$ cat config.mk
export PLATFORM = sky130hd
export DESIGN_NAME = scpl_top
export DESIGN_NICKNAME = d
export VERILOG_FILES = /design/src/hdl/scpl_pkg.sv /design/src/hdl/scpl_top.sv
export SDC_FILE = /design/constraint.sdc
export NUM_CORES = 1
export LEC_CHECK = 0
export BUFFER_PORTS_ARGS = -buffer_cell sky130_fd_sc_hd__buf_2
export CORE_AREA = 2 2 138 140
export CTS_CLUSTER_SIZE = 20
export DETAILED_ROUTE_END_ITERATION = 16
export DIE_AREA = 0 0 140 142
export PLACE_DENSITY = 0.86
export SYNTH_ARGS = -nofsm -noshare
export SYNTH_HDL_FRONTEND = slang
export SYNTH_SLANG_ARGS = --single-unit
$ cat constraint.sdc
create_clock -name aclk -period 6 [get_ports aclk]
set_input_delay 1.8 -clock aclk [delete_from_list [all_inputs] [get_ports aclk]]
set_output_delay 1.8 -clock aclk [all_outputs]
set_load 0.01 [all_outputs]
$ cat src/hdl/scpl_pkg.sv
package scpl_pkg;
    // ----------------------------------------------------------------
    // sizes
    // ----------------------------------------------------------------
    localparam int NPIN  = 8;
    localparam int NCOND = 8;
    localparam int AW    = 6;

    // ----------------------------------------------------------------
    // register map (byte addresses)
    // ----------------------------------------------------------------
    localparam logic [AW-1:0] OFS_CFG0   = 6'h00; // words 0..7, stride 4
    localparam logic [AW-1:0] OFS_CFGTOP = 6'h1c;
    localparam logic [AW-1:0] OFS_SETSEL = 6'h20;
    localparam logic [AW-1:0] OFS_PINS   = 6'h24;
    localparam logic [AW-1:0] OFS_SAFE   = 6'h28;
    localparam logic [AW-1:0] OFS_CHG    = 6'h2c;

    // ----------------------------------------------------------------
    // fields and reset values
    // ----------------------------------------------------------------
    localparam logic [15:0] CFG_RST    = 16'h00ff; // and: all, or: none
    localparam logic [7:0]  SETSEL_RST = 8'h00;    // all pins on safety set
    localparam int          FULL_BIT   = 5;        // status word flag
    localparam int          STRB_LO    = 0;
    localparam int          STRB_HI    = 1;
    localparam logic [1:0]  RESP_OKAY  = 2'h0;
    localparam logic [1:0]  RESP_SLVERR = 2'h2;

    // ----------------------------------------------------------------
    // condition carriers, msb first = mask bit 7
    // ----------------------------------------------------------------
    typedef struct packed {
        logic cell_over;
        logic cell_under;
        logic cell_diff;
        logic pack_over;
        logic temp_over;
        logic temp_under;
        logic chg_cur_over;
        logic dis_cur_over;
    } scpl_safety_t;

    typedef struct packed {
        logic cell_over;
        logic term_alarm;
        logic soc_over;
        logic temp_over;
        logic precharge;
        logic input_pin;
        logic eoc_over;
    } scpl_charge_t;

    // ----------------------------------------------------------------
    // combiner terms
    // ----------------------------------------------------------------
    function automatic logic scpl_and_term(input logic [15:0] w,
                                           input logic [7:0]  c);
        return &(~w[7:0] | c);
    endfunction

    function automatic logic scpl_or_term(input logic [15:0] w,
                                          input logic [7:0]  c);
        return |(w[15:8] & c);
    endfunction

    // word address of a byte address
    function automatic logic [AW-1:0] scpl_word(input logic [AW-1:0] a);
        return {a[AW-1:2], 2'h0};
    endfunction
endpackage

$ cat src/hdl/scpl_top.sv
`timescale 1ns/10ps
module scpl_top
    import scpl_pkg::*;
(
    input  wire logic              aclk,       // system clock
    input  wire logic              aresetn,    // sync reset, low
    input  wire logic [AW-1:0]     awaddr,     // write address
    input  wire logic              awvalid,    // write address valid
    output logic                   awready,    // write address ready
    input  wire logic [31:0]       wdata,      // write data
    input  wire logic [3:0]        wstrb,      // write byte strobes
    input  wire logic              wvalid,     // write data valid
    output logic                   wready,     // write data ready
    output logic [1:0]             bresp,      // write response
    output logic                   bvalid,     // write response valid
    input  wire logic              bready,     // write response ready
    input  wire logic [AW-1:0]     araddr,     // read address
    input  wire logic              arvalid,    // read address valid
    output logic                   arready,    // read address ready
    output logic [31:0]            rdata,      // read data
    output logic [1:0]             rresp,      // read response
    output logic                   rvalid,     // read data valid
    input  wire logic              rready,     // read data ready
    input  wire scpl_safety_t      safety_cond, // safety conditions
    input  wire scpl_charge_t      charge_cond, // charge conditions
    input  wire logic [15:0]       battery_status, // status word
    output logic [NPIN-1:0]        pin_out     // configured output pins
);
    // ----------------------------------------------------------------
    // state
    // ----------------------------------------------------------------
    typedef struct packed {
        logic [NPIN-1:0][15:0] cfg;
        logic [NPIN-1:0]       set_sel;  // 1 = charge set
        logic [NPIN-1:0]       pins;
        logic [AW-1:0]         aw_addr;
        logic [31:0]           w_data;
        logic [3:0]            w_strb;
        logic                  aw_got;
        logic                  w_got;
        logic                  awready;
        logic                  wready;
        logic                  bvalid;
        logic [1:0]            bresp;
        logic                  arready;
        logic                  rvalid;
        logic [31:0]           rdata;
        logic [1:0]            rresp;
    } scpl_state_t;

    // word index bits of a byte address; the two low bits are ignored
    localparam int          IX_LO         = 2;
    localparam int          IX_HI         = 4;
    // lone-condition words: an all-ones and byte only adds to the or bit
    localparam logic [15:0] CFG_FULL_ONLY = 16'h20ff;
    localparam logic [15:0] CFG_CELL_ONLY = 16'h80ff;
    localparam int          PIN_FULL      = 0;
    localparam int          PIN_CELL      = 5;

    localparam scpl_state_t ST_RST = '{
        cfg: {NPIN{CFG_RST}}, set_sel: SETSEL_RST,
        awready: 1'b1, wready: 1'b1, arready: 1'b1,
        bresp: RESP_OKAY, rresp: RESP_OKAY, default: '0};

    scpl_state_t                     st_q;
    scpl_state_t                     st_d;
    logic [NCOND-1:0]                safe_vec;
    logic [NCOND-1:0]                chg_vec;
    logic [NPIN-1:0][NCOND-1:0]      cond_sel;

    // ----------------------------------------------------------------
    // condition sets
    // ----------------------------------------------------------------
    // packed struct order puts each condition on its mask bit
    assign safe_vec = safety_cond;
    // fully charged comes from the status word, not a separate pin
    assign chg_vec = {charge_cond.cell_over,
                      charge_cond.term_alarm,
                      battery_status[FULL_BIT],
                      charge_cond.soc_over, charge_cond.temp_over,
                      charge_cond.precharge,
                      charge_cond.input_pin, charge_cond.eoc_over};

    // per-pin choice of condition set
    for (genvar p = 0; p < NPIN; p++) begin : g_sel
        assign cond_sel[p] = st_q.set_sel[p] ? chg_vec : safe_vec;
    end

    // ----------------------------------------------------------------
    // next state
    // ----------------------------------------------------------------
    always_comb begin
        logic            aw_ok;
        logic            w_ok;
        logic [AW-1:0]   wa;
        logic [31:0]     wd;
        logic [3:0]      ws;
        logic [AW-1:0]   ra;
        logic [2:0]      ix;
        aw_ok = 1'b0;
        w_ok  = 1'b0;
        wa    = '0;
        wd    = '0;
        ws    = '0;
        ra    = '0;
        ix    = '0;
        st_d  = st_q;

        // pins follow the inputs of this cycle, one flop of latency
        for (int p = 0; p < NPIN; p++) begin
            st_d.pins[p] = scpl_and_term(st_q.cfg[p], cond_sel[p])
                         | scpl_or_term(st_q.cfg[p], cond_sel[p]);
        end

        // write channels accepted in either order
        aw_ok = st_q.aw_got | (awvalid & st_q.awready);
        w_ok  = st_q.w_got  | (wvalid  & st_q.wready);
        wa    = st_q.aw_got ? st_q.aw_addr : awaddr;
        wd    = st_q.w_got  ? st_q.w_data  : wdata;
        ws    = st_q.w_got  ? st_q.w_strb  : wstrb;
        if (awvalid && st_q.awready) begin
            st_d.aw_got  = 1'b1;
            st_d.aw_addr = awaddr;
            st_d.awready = 1'b0;
        end
        if (wvalid && st_q.wready) begin
            st_d.w_got  = 1'b1;
            st_d.w_data = wdata;
            st_d.w_strb = wstrb;
            st_d.wready = 1'b0;
        end
        if (aw_ok && w_ok && !st_q.bvalid) begin
            st_d.aw_got = 1'b0;
            st_d.w_got  = 1'b0;
            st_d.bvalid = 1'b1;
            st_d.bresp  = RESP_OKAY;
            ix = wa[IX_HI:IX_LO];
            if (scpl_word(wa) <= OFS_CFGTOP) begin
                // byte lanes split the and byte from the or byte
                if (ws[STRB_LO]) st_d.cfg[ix][7:0]  = wd[7:0];
                if (ws[STRB_HI]) st_d.cfg[ix][15:8] = wd[15:8];
            end else if (scpl_word(wa) == OFS_SETSEL) begin
                if (ws[STRB_LO]) st_d.set_sel = wd[7:0];
            end else if (scpl_word(wa) == OFS_PINS ||
                         scpl_word(wa) == OFS_SAFE ||
                         scpl_word(wa) == OFS_CHG) begin
                st_d.bresp = RESP_OKAY; // read-only, write ignored
            end else begin
                st_d.bresp = RESP_SLVERR;
            end
        end
        if (st_q.bvalid && bready) begin
            st_d.bvalid  = 1'b0;
            st_d.awready = 1'b1;
            st_d.wready  = 1'b1;
        end

        // read: one request at a time, answer on the next edge
        if (arvalid && st_q.arready) begin
            ra = scpl_word(araddr);
            ix = araddr[IX_HI:IX_LO];
            st_d.arready = 1'b0;
            st_d.rvalid  = 1'b1;
            st_d.rresp   = RESP_OKAY;
            st_d.rdata   = '0;
            if (ra <= OFS_CFGTOP) begin
                st_d.rdata[15:0] = st_q.cfg[ix];
            end else if (ra == OFS_SETSEL) begin
                st_d.rdata[7:0] = st_q.set_sel;
            end else if (ra == OFS_PINS) begin
                st_d.rdata[7:0] = st_q.pins;
            end else if (ra == OFS_SAFE) begin
                st_d.rdata[7:0] = safe_vec;
            end else if (ra == OFS_CHG) begin
                st_d.rdata[7:0] = chg_vec;
            end else begin
                st_d.rresp = RESP_SLVERR;
            end
        end
        if (st_q.rvalid && rready) begin
            st_d.rvalid  = 1'b0;
            st_d.arready = 1'b1;
        end
    end

    // ----------------------------------------------------------------
    // registers
    // ----------------------------------------------------------------
    always_ff @(posedge aclk) begin
        if (!aresetn) begin
            st_q <= ST_RST;
        end else begin
            st_q <= st_d;
        end
    end

    // all outputs straight from the state flops
    assign awready = st_q.awready;
    assign wready  = st_q.wready;
    assign bvalid  = st_q.bvalid;
    assign bresp   = st_q.bresp;
    assign arready = st_q.arready;
    assign rvalid  = st_q.rvalid;
    assign rdata   = st_q.rdata;
    assign rresp   = st_q.rresp;
    assign pin_out = st_q.pins;

    // ----------------------------------------------------------------
    // checks
    // ----------------------------------------------------------------
    for (genvar p = 0; p < NPIN; p++) begin : g_chk

    end
endmodule

==> flow_summary.ini <==
[yosys]
synth_seq_area_share_pct = 37.0
syn_inst = 1113
ys_seq_elements = 191
synth.yosys.warnings = 0
syn_area_per_cell_um2 = 9.29
synth.distinct_cells = 45
synth.cell_area_um2 = 10300

[floorplan]
die_x_um = 140
initial_core_util_pct = 56.0
dieArea_um2 = 19900
die_height_um = 142
std_cell_rows = 50
ios = 135
core_um2 = 18500

[critical_path]
arrival_ps = 4030
crit_chain = buf_2 -> mux2_2 -> nor2b_1 -> nand3_2 -> mux2i_1
rr_worst_depth = 4
path_class = input port to flop
r2r_slack_ps = 2800
cpPeakStageDelay_ps = 890
critPathSlowestCell = nor2b_1
path_max_fanout = 8
r2r-end = st_q[150]
required_ps = 6360
end_kind = flop
r2r_start = st_q[41]
crit_path_start_kind = input port

[placement]
routabilityCongestion = 1.02
io_buffers = 79
dp_hpwl_um = 22500
place_ws_ps = 1940

[detailed_routing]
via_per_inst = 6.36
drtAntennaViolNets = 0
firstDrtPassIters = 12
routed_wl_um = 30500
wl_met2_um = 13700
vias = 8636
drt-initial-drc-count = 965
top_layer = met5
drc = 11
wl_met3_um = 2860
m1WireLength_um = 12400
post_drt_wl_per_cell_um = 22.4

[cts]
cts_tree = done
numCtsBuffers = 17
insertion_delay_ps = 450
post_cts_buffers = 0
cts.clk_slew.worst_paths_ps = 70
cts_resized = 0
htreeDepth = 4
ctsHoldBuffers = 0
cts_sinks = 191
cts_root_buf = clkbuf_16
clockBufferDepth = 2

[sta]
skew_ps = 8.70
max_slew_margin_pct = 21.0
slew_viol_final = 0
worst_slew_pin_slew_ps = 1180
grt_setup_unrepaired = no
setup_violations = 0
max_freq_mhz = 273
fin_ws_ps = 2330
fin_crit_sh_pct = 61.1
fin_tns_setup_ps = 0
hold_viol = 0
min_period_ps = 3670

[global_routing]
grt_pass1_wl_um = 47400
grt_usage_pct = 31.3
antenna_found_initial = 1
grt_pass1_vias = 8489
grt-ovfl-total = 0
grt_max_degree = 95

[worst_hold_path]
min_path_cells = 2
hp-class = flop to flop
worstHoldEndpoint = rdata[15]
hp-start = rdata[15]

[cells_and_area]
diodes = 0
n_fill_cell = 1560
area.growth.synth_to_final_pct = 7.21
drive_gt1_share_pct = 17.5
final_cell_mix = mux2i_1 (221), dfxtp_1 (191), nand2_1 (128)
final_nets = 1197
final_common_cell = mux2i_1

[power_and_ir_drop]
leakage_nw = 4.74
vdd_drop_max_mv = 0.218
pwr_density_cell_nw_per_um2 = 252

[flow_run]
maxCapViolations = 0

[outcome]
violations = design-rule violations
outcome = finished with violations
-- cell type report --
type,count,area (µm²),share of cell area (%)
Inverter,69,260,2.35
Clock inverter,13,155,1.40
Multi-Input combinational cell,748,5670,51.1
Tap cell,234,293,2.64
Sequential cell,191,3820,34.5
Clock buffer,19,453,4.09
Timing Repair Buffer,84,433,3.91
-- Yosys cell counts, drive strengths merged --
master | n | area share (%)
or4b | 1 | 0.097
mux4 | 32 | 7.0
and3b | 1 | 0.085
nand3b | 6 | 0.44
a221o | 1 | 0.097
conb | 1 | 0.036
o21a | 1 | 0.073
clkbuf | 43 | 1.6
nand2b | 1 | 0.061
or3 | 1 | 0.061
nor2b | 6 | 0.36
a311oi | 1 | 0.085
buf | 79 | 4.8
mux2i | 221 | 21
a31oi | 11 | 0.67
mux2 | 21 | 2.3
a22oi | 36 | 2.6
clkinv | 1 | 0.036
nand4 | 9 | 0.61
nand2 | 128 | 4.6
nor2 | 98 | 3.6
o2111ai | 3 | 0.25
a211oi | 4 | 0.53
a21oi | 41 | 2.0
or3b | 5 | 0.42
nand3 | 23 | 2.1
o22ai | 38 | 2.3
o21ai | 14 | 0.68
dfxtp | 191 | 37
o221ai | 2 | 0.17
a32oi | 1 | 0.085
nor3 | 5 | 0.24
nor3b | 1 | 0.073
inv | 68 | 2.5
and2 | 18 | 1.1
-- power breakdown --
part           internal, mW  total, mW  switching (mW)  leakage [nW]
sequential             1.29       1.32          0.0265          1.55
clock                 0.645       1.17           0.528         0.282
combinational         0.103      0.305           0.202          2.91
-- worst max-delay path, delay by kind of cell --
kind / cells / cell delay (ps)
and+or+nand+nor: 2 / 1480
buffers and inverters: 1 / 110
muxes: 2 / 620
-- through the flow --
| step | cell area [µm²] | utilization (%) | cells | hold WS (ps) | total power, mW |
|---|---|---|---|---|---|
| detailed placement | 10500 | 56.8 | 1326 | 441 | 1.64 |
| global route | 11100 | 60.1 | 1358 | 473 | 2.87 |
| finish | 11100 | 60.1 | 1358 | 452 | 2.80 |
| floorplan | 10400 | - | 1130 | 426 | 1.57 |
| CTS | 11100 | 60.1 | 1358 | 456 | 2.80 |
| global placement | 10500 | 56.8 | 1326 | 431 | 1.64 |
-- sequential cells by signal, summed over array words and instances (netlist names) --
name     cells
rresp        1
rdata       16
wready       1
awready      1
st_q       160
bvalid       1
arready      1
rvalid       1
pin_out      8
bresp        1
-- worst max-delay path by stage --
stage | startpoint | end | slack, ps | depth (start not counted)
after global routing | awaddr[5] | st_q[121] | 2260 | 5
after detailed placement | awaddr[5] | st_q[150] | 1940 | 5
final | awaddr[5] | st_q[150] | 2330 | 5
after CTS | awaddr[5] | st_q[121] | 2380 | 5
after floorplan | awaddr[2] | st_q[100] | 2730 | 4
after global placement | awaddr[5] | st_q[152] | 2010 | 5
-- per-layer routing --
layer	global-route usage (%)	up-vias
met5	0	-
met4	17.2	2
met3	6.26	118
met2	49.6	529
met1	40.6	4148
li1	-	3839
-- logic make-up after synthesis --
family | share of synthesized area (%)
muxes | 30.7
and+or+nand+nor | 13.9
AOI/OAI and AO/OA | 9.57
buffers and inverters | 8.87
other | 0.0363
DFF | 37.0
(Power assumes the default switching activity.)
